## config.mk

```make
export PLATFORM = sky130hd
export DESIGN_NAME = ppr_pin_routing
export DESIGN_NICKNAME = d
export VERILOG_FILES = /design/src/hw/ppr_pkg.sv /design/src/hw/ppr_pwm_route.sv /design/src/hw/ppr_touch_mux.sv /design/src/hw/ppr_pin_routing.sv
export VERILOG_INCLUDE_DIRS = /design/src /design/src/hw
export SDC_FILE = /design/constraint.sdc
export NUM_CORES = 1
export LEC_CHECK = 0
export BUFFER_PORTS_ARGS = -buffer_cell sky130_fd_sc_hd__buf_2
export CORE_MARGIN = 4
export CORE_UTILIZATION = 38
export DETAILED_ROUTE_END_ITERATION = 6
export GPL_ROUTABILITY_DRIVEN = 0
export PLACE_DENSITY = 0.81
export SETUP_SLACK_MARGIN = 0.4
export SLEW_MARGIN = 20
export SYNTH_ARGS = -nofsm -noshare
export SYNTH_HDL_FRONTEND = slang
export SYNTH_SLANG_ARGS = --single-unit
```

## constraint.sdc

```tcl
create_clock -name clk_i -period 1.4 [get_ports clk_i]
set_input_delay 0 -clock clk_i [delete_from_list [all_inputs] [get_ports clk_i]]
set_output_delay 0 -clock clk_i [all_outputs]
set_load 0.02 [all_outputs]
```

## src/hw/ppr_consts.svh

```systemverilog
// constants for the peripheral pin routing block
`ifndef PPR_CONSTS_SVH
`define PPR_CONSTS_SVH
`define PPR_ADDR_LCD_COM      8'haf
`define PPR_ADDR_TOUCH_SEL    8'hb3
`define PPR_ADDR_ROUTE_A      8'hb6
`define PPR_ADDR_ROUTE_B      8'hb7
`define PPR_RST_LCD_COM       4'h0
`define PPR_RST_TOUCH_CHOICE  2'h3
`define PPR_RST_ROUTE         8'h00
`define PPR_RST_PAD_CHOICE    1'b0
`define PPR_READ_ZERO         8'h00
`endif

```

## src/hw/ppr_pkg.sv

```systemverilog
// types for the peripheral pin routing block
package ppr_pkg;
  typedef struct packed {
    logic ch4_route_port3_pin6;
    logic ch4_route_port1_pin5;
    logic ch4_route_port0_pin4;
    logic ch4_route_port0_pin0;
    logic ch3_route_port3_pin4;
    logic ch3_route_port1_pin0;
    logic ch2_route_port3_pin6;
    logic ch2_route_port1_pin1;
  } ppr_route_a_type;
  typedef struct packed {
    logic i2c_data_pad_choice;
    logic i2c_clock_pad_choice;
    logic ch6_route_port1_pin3;
    logic ch6_route_port0_pin7;
    logic ch6_route_port0_pin3;
    logic ch5_route_port1_pin4;
    logic ch5_route_port0_pin6;
    logic ch5_route_port0_pin1;
  } ppr_route_b_type;
  typedef struct packed {
    logic [1:0] touch_b_input_choice;
    logic [1:0] touch_a_input_choice;
  } ppr_touch_type;
  typedef struct packed {
    ppr_route_a_type route_a;
    ppr_route_b_type route_b;
    ppr_touch_type   touch;
    logic [3:0]      lcd_common_lines;
    logic [7:0]      rdata;
  } ppr_state_type;
  // per-pin overlay: output enable and value for each port bit
  typedef struct packed {
    logic [7:0] oe;
    logic [7:0] val;
  } ppr_port_type;
endpackage

```

## src/hw/ppr_pwm_route.sv

```systemverilog
// pwm channel to port pin overlay
`timescale 1ns/10ps
module ppr_pwm_route (
  input  wire ppr_pkg::ppr_route_a_type route_a_i,
  input  wire ppr_pkg::ppr_route_b_type route_b_i,
  input  wire logic [6:2]               pwm_i,
  output ppr_pkg::ppr_port_type         p0_o,
  output ppr_pkg::ppr_port_type         p1_o,
  output ppr_pkg::ppr_port_type         p3_o
);
  always_comb begin
    p0_o = '0;
    p1_o = '0;
    p3_o = '0;
    // several enables of one channel drive all chosen pins
    p3_o.oe[6] = route_a_i.ch4_route_port3_pin6 |
                 route_a_i.ch2_route_port3_pin6;
    p3_o.val[6] = (route_a_i.ch4_route_port3_pin6 & pwm_i[4]) |
                  (route_a_i.ch2_route_port3_pin6 & pwm_i[2]);
    p1_o.oe[5] = route_a_i.ch4_route_port1_pin5;
    p1_o.val[5] = pwm_i[4];
    p0_o.oe[4] = route_a_i.ch4_route_port0_pin4;
    p0_o.val[4] = pwm_i[4];
    p0_o.oe[0] = route_a_i.ch4_route_port0_pin0;
    p0_o.val[0] = pwm_i[4];
    p3_o.oe[4] = route_a_i.ch3_route_port3_pin4;
    p3_o.val[4] = pwm_i[3];
    p1_o.oe[0] = route_a_i.ch3_route_port1_pin0;
    p1_o.val[0] = pwm_i[3];
    p1_o.oe[1] = route_a_i.ch2_route_port1_pin1;
    p1_o.val[1] = pwm_i[2];
    p1_o.oe[3] = route_b_i.ch6_route_port1_pin3;
    p1_o.val[3] = pwm_i[6];
    p0_o.oe[7] = route_b_i.ch6_route_port0_pin7;
    p0_o.val[7] = pwm_i[6];
    p0_o.oe[3] = route_b_i.ch6_route_port0_pin3;
    p0_o.val[3] = pwm_i[6];
    p1_o.oe[4] = route_b_i.ch5_route_port1_pin4;
    p1_o.val[4] = pwm_i[5];
    p0_o.oe[6] = route_b_i.ch5_route_port0_pin6;
    p0_o.val[6] = pwm_i[5];
    p0_o.oe[1] = route_b_i.ch5_route_port0_pin1;
    p0_o.val[1] = pwm_i[5];
    // a pin with no route set must not see the waveform
    p0_o.val = p0_o.val & p0_o.oe;
    p1_o.val = p1_o.val & p1_o.oe;
    p3_o.val = p3_o.val & p3_o.oe;
  end
endmodule

```

## src/hw/ppr_touch_mux.sv

```systemverilog
// touch key input channel selection
`timescale 1ns/10ps
module ppr_touch_mux (
  input  wire ppr_pkg::ppr_touch_type touch_i,
  input  wire logic [7:0]             p0_in_i,
  input  wire logic [7:0]             p1_in_i,
  input  wire logic [7:0]             p2_in_i,
  input  wire logic [7:0]             p3_in_i,
  output logic                        touch_a_o,
  output logic                        touch_b_o
);
  always_comb begin
    case (touch_i.touch_a_input_choice)
      2'h0:    touch_a_o = p3_in_i[7];
      2'h1:    touch_a_o = p2_in_i[1];
      2'h2:    touch_a_o = p2_in_i[0];
      default: touch_a_o = p1_in_i[2];
    endcase
    case (touch_i.touch_b_input_choice)
      2'h0:    touch_b_o = p1_in_i[1];
      2'h1:    touch_b_o = p0_in_i[5];
      2'h2:    touch_b_o = p0_in_i[6];
      default: touch_b_o = p0_in_i[7];
    endcase
  end
endmodule

```

## src/hw/ppr_pin_routing.sv

```systemverilog
// peripheral pin routing: registers and pad overlays
`timescale 1ns/10ps
`include "ppr_consts.svh"
// Function
// - four bits each route pwm channel 4 to P3.6, P1.5, P0.4 or P0.0.
// - two bits each route pwm channel 3 to P3.4 or P1.0.
// - two bits each route pwm channel 2 to P3.6 or P1.1.
// - three bits each route pwm channel 6 to P1.3, P0.7 and P0.3.
// - three bits each route pwm channel 5 to P1.4, P0.6 and P0.1.
// - bit 7 puts i2c data on P3.5 when 0 or P1.6 when 1, reset 0.
// - bit 6 puts i2c clock on P1.3 when 0 or P0.2 when 1, reset 0.
// - touch b choice in bits 5:4 picks P1.1, P0.5, P0.6, P0.7, reset 11.
// - touch a choice in bits 1:0 picks P3.7, P2.1, P2.0, P1.2, reset 11.
// - bits 3:0 enable lcd half-bias common outputs on P1.5 to P1.2.
module ppr_pin_routing (
  input  wire logic       clk_i,
  input  wire logic       resetn_i,
  input  wire logic [7:0] addr_i,
  input  wire logic [7:0] wdata_i,
  input  wire logic       wr_i,
  input  wire logic       rd_i,
  output logic [7:0]      rdata_o,
  input  wire logic [6:2] pwm_i,
  input  wire logic [7:0] p0_in_i,
  input  wire logic [7:0] p1_in_i,
  input  wire logic [7:0] p2_in_i,
  input  wire logic [7:0] p3_in_i,
  input  wire logic [7:0] p0_port_out_i,
  input  wire logic [7:0] p0_port_oe_i,
  input  wire logic [7:0] p1_port_out_i,
  input  wire logic [7:0] p1_port_oe_i,
  input  wire logic [7:0] p3_port_out_i,
  input  wire logic [7:0] p3_port_oe_i,
  output logic [7:0]      p0_out_o,
  output logic [7:0]      p0_oe_o,
  output logic [7:0]      p1_out_o,
  output logic [7:0]      p1_oe_o,
  output logic [7:0]      p3_out_o,
  output logic [7:0]      p3_oe_o,
  input  wire logic       i2c_sda_out_i,
  input  wire logic       i2c_sda_oe_i,
  input  wire logic       i2c_scl_out_i,
  input  wire logic       i2c_scl_oe_i,
  output logic            i2c_sda_in_o,
  output logic            i2c_scl_in_o,
  input  wire logic [3:0] lcd_com_out_i,
  input  wire logic [3:0] lcd_com_oe_i,
  output logic [3:0]      lcd_com_bias_en_o,
  output logic            touch_a_o,
  output logic            touch_b_o
);
  ppr_pkg::ppr_state_type state;
  ppr_pkg::ppr_state_type next_state;
  ppr_pkg::ppr_port_type  pwm_p0;
  ppr_pkg::ppr_port_type  pwm_p1;
  ppr_pkg::ppr_port_type  pwm_p3;

  // registers and read path
  always_comb begin
    next_state = state;
    next_state.rdata = `PPR_READ_ZERO;
    if (wr_i) begin
      if (addr_i == `PPR_ADDR_LCD_COM) begin
        next_state.lcd_common_lines = wdata_i[3:0];
      end else if (addr_i == `PPR_ADDR_TOUCH_SEL) begin
        next_state.touch.touch_b_input_choice = wdata_i[5:4];
        next_state.touch.touch_a_input_choice = wdata_i[1:0];
      end else if (addr_i == `PPR_ADDR_ROUTE_A) begin
        next_state.route_a = wdata_i;
      end else if (addr_i == `PPR_ADDR_ROUTE_B) begin
        next_state.route_b = wdata_i;
      end
    end
    if (rd_i) begin
      if (addr_i == `PPR_ADDR_LCD_COM) begin
        next_state.rdata = {4'h0, state.lcd_common_lines};
      end else if (addr_i == `PPR_ADDR_TOUCH_SEL) begin
        next_state.rdata = {2'h0, state.touch.touch_b_input_choice,
                            2'h0, state.touch.touch_a_input_choice};
      end else if (addr_i == `PPR_ADDR_ROUTE_A) begin
        next_state.rdata = state.route_a;
      end else if (addr_i == `PPR_ADDR_ROUTE_B) begin
        next_state.rdata = state.route_b;
      end
    end
  end

  always_ff @(posedge clk_i or negedge resetn_i) begin
    if (!resetn_i) begin
      state.route_a <= `PPR_RST_ROUTE;
      state.route_b <= `PPR_RST_ROUTE;
      state.route_b.i2c_data_pad_choice <= `PPR_RST_PAD_CHOICE;
      state.route_b.i2c_clock_pad_choice <= `PPR_RST_PAD_CHOICE;
      state.touch.touch_b_input_choice <= `PPR_RST_TOUCH_CHOICE;
      state.touch.touch_a_input_choice <= `PPR_RST_TOUCH_CHOICE;
      state.lcd_common_lines <= `PPR_RST_LCD_COM;
      state.rdata <= `PPR_READ_ZERO;
    end else begin
      state <= next_state;
    end
  end

  assign rdata_o = state.rdata;
  assign lcd_com_bias_en_o = state.lcd_common_lines;

  ppr_pwm_route u_pwm_route (
    .route_a_i (state.route_a),
    .route_b_i (state.route_b),
    .pwm_i     (pwm_i),
    .p0_o      (pwm_p0),
    .p1_o      (pwm_p1),
    .p3_o      (pwm_p3)
  );

  ppr_touch_mux u_touch_mux (
    .touch_i   (state.touch),
    .p0_in_i   (p0_in_i),
    .p1_in_i   (p1_in_i),
    .p2_in_i   (p2_in_i),
    .p3_in_i   (p3_in_i),
    .touch_a_o (touch_a_o),
    .touch_b_o (touch_b_o)
  );

  // pad overlay: i2c, lcd common, pwm, else ordinary port
  always_comb begin
    logic sda_sel;
    logic scl_sel;
    sda_sel = state.route_b.i2c_data_pad_choice;
    scl_sel = state.route_b.i2c_clock_pad_choice;
    // unselected pins keep their ordinary port function
    p0_out_o = (p0_port_out_i & ~pwm_p0.oe) | pwm_p0.val;
    p0_oe_o  = p0_port_oe_i | pwm_p0.oe;
    p1_out_o = (p1_port_out_i & ~pwm_p1.oe) | pwm_p1.val;
    p1_oe_o  = p1_port_oe_i | pwm_p1.oe;
    p3_out_o = (p3_port_out_i & ~pwm_p3.oe) | pwm_p3.val;
    p3_oe_o  = p3_port_oe_i | pwm_p3.oe;
    for (int i = 0; i < 4; i++) begin
      if (state.lcd_common_lines[i]) begin
        p1_out_o[i+2] = lcd_com_out_i[i];
        p1_oe_o[i+2]  = lcd_com_oe_i[i];
      end
    end
    if (sda_sel) begin
      p1_out_o[6] = i2c_sda_out_i;
      p1_oe_o[6]  = i2c_sda_oe_i;
      i2c_sda_in_o = p1_in_i[6];
    end else begin
      p3_out_o[5] = i2c_sda_out_i;
      p3_oe_o[5]  = i2c_sda_oe_i;
      i2c_sda_in_o = p3_in_i[5];
    end
    if (scl_sel) begin
      p0_out_o[2] = i2c_scl_out_i;
      p0_oe_o[2]  = i2c_scl_oe_i;
      i2c_scl_in_o = p0_in_i[2];
    end else begin
      p1_out_o[3] = i2c_scl_out_i;
      p1_oe_o[3]  = i2c_scl_oe_i;
      i2c_scl_in_o = p1_in_i[3];
    end
  end
endmodule

```

[Word level (Yosys, flattened, before mapping)]
Cells that the tools add are included.
Word-level totals
  bits of input ports: 117
  output and inout port bits: 64
  word-level logic and storage cells: 81
  register bits: 32
Cells by class
  bitwise logic cells: 22
  eq/ne operators: 8
  reductions and logical operators: 6
  mux-type cells: 25
Operator list (number)
  8-bit 2-to-1 mux: 5
  8-bit bitwise AND: 4
  8-bit equality test, second input constant: 4
  8-bit bitwise OR: 4
  1-bit 2-to-1 mux: 18
  6-bit NOT with 8-bit output: 1
  7-bit NOT with 8-bit output: 1
  8-bit NOT: 1
  8-bit by 6-bit bitwise OR with 8-bit output: 1
  8-bit by 7-bit bitwise OR with 8-bit output: 1
  7-bit bitwise AND: 1
  6-bit bitwise AND: 1
  1-bit case mux with 3 select lines: 2
  5-bit AND reduction: 1
  2-bit by 1-bit equality test with 1-bit output, second input constant: 2
  2-bit equality test, second input constant: 2
  2-bit zero test: 2
  4-bit AND reduction: 1
  1-bit NOT: 3
  3-bit AND reduction: 1
  1-bit bitwise AND: 2
  1-bit bitwise OR: 2
  2-bit AND reduction: 1

[Longest topological paths before layout]
  depth in word-level cells: 6
  depth in mapped cells: 5
  depth with buffers taken out: 4

[Modules after synthesis]
From an unflattened synthesis, not the netlist that was laid out.
Unflattened totals
  cells, all modules: 271
  area, all modules: 2484.9 µm²
By module, submodules not included
  ppr_pin_routing: area an instance 2090.8 µm², cells an instance 220, seq. area each 805.8 µm², instances 1
  ppr_pwm_route: area an instance 349.1 µm², cells an instance 49, seq. area each 0.0 µm², instances 1
  ppr_touch_mux: area an instance 45.0 µm², cells an instance 2, seq. area each 0.0 µm², instances 1

[Least setup slack after synthesis]
OpenSTA, ideal clock, no wires.
  path kind: in2reg
  start point: input port addr_i[6]
  end point: register state[24] in the netlist's numbering
  setup time: 125 ps
  path slack: 109 ps
  data arrival time: 1166 ps
  stages: 4
  required time: 1275 ps
  path buffers: 0
  cells stage by stage: and4b_2 nand3_4 nor3b_4 mux2_2
Between the ends
  longest elaborated chain between the ends: 3
  elaborated cells on any way between the ends: 6
RTL lines
  start: declaration: line ppr_pin_routing.sv:18  | input wire logic [7:0] addr_i,
  8-bit equality test (no line)
  1-bit NOT (no line)
  4-bit AND reduction (no line) (*)
  end signal: assignment: line ppr_pin_routing.sv:99  | state <= next_state;
  end: declaration: line ppr_pin_routing.sv:52  | ppr_pkg::ppr_state_type state;
Every way passes the cells marked *; elsewhere a longest branch is shown, timed or not.
A chain may end at the register's enable or synchronous reset.

[Final worst setup path]
  start point: register state[14] in the netlist's numbering
  end point: output port touch_b_o
Between the ends
  longest elaborated chain between the ends: 2
  elaborated cells on any way between the ends: 4
RTL lines
  2-bit equality test (tied with other cells): line ppr_touch_mux.sv:19  | case (touch_i.touch_b_input_choice)
  1-bit case mux with 3 select lines (*): line ppr_touch_mux.sv:19
  end: declaration: line ppr_pin_routing.sv:50  | output logic touch_b_o
Marked as above.

==> results.sh <==
export IMPL_required_ps=1400
export IMPL_synth_compound_area_frac=0.05690
export IMPL_p_int_uw=1814
export IMPL_drtAntennaViolNets=0
export IMPL_ys_warn_count=0
export IMPL_final_cells=409
export IMPL_slowest_stage="dfstp_2"
export IMPL_synth_top_area_share=0.3390
export IMPL_clkTransAtPathRegs_ps=70
export IMPL_synth_xor_area_frac=0
export IMPL_skew_ps=5.513
export IMPL_cap_violations=0
export IMPL_leakage_uw=0.001787
export IMPL_cts_made_buffers=5
export IMPL_cp_start_kind="flip-flop"
export IMPL_rsz0062_at_grt="yes"
export IMPL_status="finished, violations left"
export IMPL_clock_fmax_mhz=675.4
export IMPL_comb_power_share=0.303
export IMPL_worstPathArrival_ps=1480
export IMPL_grt_max_degree=33
export IMPL_yosys_top_cells_area="dfrtp_1 34%, mux2_2 25%, buf_4 9.4%, dfstp_2 5.1%, mux2i_1 4.8%"
export IMPL_dpl_cell_area_um2=2658
export IMPL_cts_max_path_buffers=2
export IMPL_numPortBuffers=132
export IMPL_grt_busiest_layer="met2"
export IMPL_synth_cells=185
export IMPL_fp_dieW_um=81.75
export IMPL_end_kind="output pin"
export IMPL_cts_root_buf="clkbuf_8"
export IMPL_period_needed_ps=1481
export IMPL_drv_slew=0
export IMPL_cts_tree="built"
export IMPL_synth_seq_cells=32
export IMPL_syn_area_per_cell_um2=11.17
export IMPL_synthToLayoutAreaGrowth_pct=73.37
export IMPL_grt_total_usage=0.1996
export IMPL_cp_cell_sequence="mux4_2 -> buf_6"
export IMPL_p_per_area_nw_per_um2=704.3
export IMPL_hold_class="in2reg"
export IMPL_clock_sinks=32
export IMPL_min_from="wdata_i[5]"
export IMPL_routed_wl_um=7198
export IMPL_fin_hold_ws_ps=-0.05629
export IMPL_die_h_um=81.75
export IMPL_drive_gt1_frac=0.7699
export IMPL_seq_area_frac_synth=0.3898
export IMPL_report_final_setup_viol=2
export IMPL_grt_pass1_vias=2103
export IMPL_synth_top_family_by_area="multiplexers"
export IMPL_hold_viol=1
export IMPL_yosysTopAreaCell="dfrtp_1"
export IMPL_cp_max_fo=2
export IMPL_setup_ws_ps=-80.58
export IMPL_start_util=0.3971
export IMPL_routedWlPerCell_um=17.60
export IMPL_vdd_drop_max_uv=390.4
export IMPL_io_pins=181
export IMPL_worstSetupPathType="reg2out"
export IMPL_dr_pass1_iters=4
export IMPL_clk_latency_ps=290
export IMPL_timing_setup_tns_ps=-150.0
export IMPL_dpl_hpwl_um=4579
export IMPL_period_share=1.058
export IMPL_startpoint="state[14]"
export IMPL_worst_pin_slew_ps=698.7
export IMPL_failed_checks="negative hold slack, negative setup slack"
export IMPL_synth_nets=302
export IMPL_power_switching_uw=710.0
export IMPL_slowest_delay_ps=540
export IMPL_antenna_found_initial=0
export IMPL_yosys_area_share_simple=0.1320
export IMPL_syn_cell_area_um2=2067
export IMPL_die_area_um2=6683
export IMPL_rr_startpoint="state[25]"
export IMPL_switching_share=0.2813
export IMPL_p_seq_frac=0.403
export IMPL_synth_fa_ha_area_frac=0
export IMPL_synthMuxAreaShare=0.3154
export IMPL_ys_types=33
export IMPL_grt_overflow=0
export IMPL_vias=2052
export IMPL_n_antenna_cell=0
export IMPL_place_ws_ps=19.53
export IMPL_grt_pass1_wl_um=10160
export IMPL_core_region_area_um2=5205
export IMPL_fin_area_um2=3583
export IMPL_clkPwrFrac=0.294
export IMPL_vias_per_cell=5.017
export IMPL_htreeDepth=2
export IMPL_met1_usage=0.2471
export IMPL_use_met3=0.05482
export IMPL_dp_cells=364
export IMPL_drt_initial_drc_count=94
export IMPL_nNetsFinal=455
export IMPL_use_met2=0.3433
export IMPL_drc=0
export IMPL_slew_headroom=0.5342
export IMPL_fp_row_count=26
[area by class of cell]
| cell class | count | area (µm²) |
|---|---|---|
| timing repair buffer | 175 | 1309 |
| inverter | 3 | 11.26 |
| multi-input combinational | 121 | 1267 |
| sequential | 32 | 818.3 |
| clock buffer | 8 | 90.09 |
| tap | 70 | 87.58 |
| fill | 367 | 1622 |
[kinds of logic (layout without fill, tap and decap cells)]
family,after synthesis,after routing
multiplexers,57,57
AND/OR/NAND/NOR,46,46
flip-flops,32,32
buffers and inverters,32,186
AO/OA/AOI/OAI,18,18
[per-layer routing]
metal / wire (µm) / share of wire / vias up
li1: - / - / 941
met1: 2791 / 0.39 / 1002
met2: 3733 / 0.52 / 93
met3: 546 / 0.076 / 16
met4: 126 / 0.018 / 0
met5: 0 / 0 / -
[cells in the final DEF (no fill, tap or decap), types with 2 or more instances in the layout]
cell | netlist | layout
nand4_1 | 2 | 2
dfstp_2 | 4 | 4
mux2i_4 | 0 | 2
dlygate4sd3_1 | 0 | 7
nand2_1 | 9 | 9
nor3b_2 | 0 | 2
inv_1 | 3 | 3
buf_2 | 1 | 93
mux2i_1 | 10 | 7
buf_4 | 26 | 19
clkbuf_8 | 0 | 6
or2_4 | 0 | 9
nor2_4 | 0 | 2
mux2_4 | 0 | 32
and2_1 | 2 | 2
a21oi_1 | 4 | 3
mux2_2 | 45 | 13
o21ai_1 | 0 | 6
mux4_2 | 2 | 2
dfrtp_2 | 0 | 10
dfrtp_1 | 28 | 18
clkbuf_1 | 2 | 2
nor2_1 | 11 | 10
buf_6 | 0 | 56
[path summary, 6_finish.rpt]
path / end / slack, ps / cells after the start
worst max-delay path: touch_b_o / -80 / 2
worst min-delay path: state[29] / -0.06 / 2
worst max register to register: rdata_o[1] / 240 / 5
worst min register to register: rdata_o[5] / 590 / 2
max in group asynchronous: lcd_com_bias_en_o[2] / 610 / 2
min in group asynchronous: rdata_o[3] / 300 / 2
[stage by stage]
stage / utilization / power (µW)
after detailed placement: 0.5106 / 1514
after global placement: 0.5106 / 1500
after floorplan: - / 1370
final: 0.6885 / 2524
after CTS: 0.6553 / 2455
after global routing: 0.6885 / 2624
[power groups by stage]
stage	Combinational, µW	Clock [µW]	Sequential (µW)
finish	765	741	1020
global route	811	790	1020
CTS	713	727	1010
detailed placement	487	0	1030
global placement	475	0	1020
floorplan	365	0	1010
[cells in the mapped netlist]
cell       instances
mux2_2            45
dfrtp_1           28
buf_4             26
nor2_1            11
mux2i_1           10
nand2_1            9
or2_2              9
o21ai_0            7
a21oi_1            4
dfstp_2            4
inv_1              3
nor3b_1            3
and2_1             2
clkbuf_1           2
mux4_2             2
nand4_1            2
o2bb2ai_1          2
a21boi_0           1
a221o_1            1
and2b_1            1
and4b_2            1
buf_2              1
nand3_1            1
nand3_4            1
nand3b_1           1
nand4b_1           1
nor2_2             1
nor3_1             1
nor3b_4            1
o221a_2            1
o22ai_1            1
o311a_1            1
or3_1              1
[flip-flops by register name, summed over array words and instances, names as in the netlist]
signal / cells
lcd_com_bias_en_o: 4
rdata_o: 8
state: 20
[critical path, delay by kind of cell (launching register included)]
family	cells	cell delay, ps
buffers and inverters	1	150
DFF	1	540
muxes	1	500
[what timing repair did]
action                                  CTS  global route
setup buffers                            21             9
pin swaps                                27             9
resized for setup                       143            25
hold endpoints to repair                 42             0
hold buffers                              7             0
endpoints found under the setup margin   48            68
(Power assumes the default switching activity.)
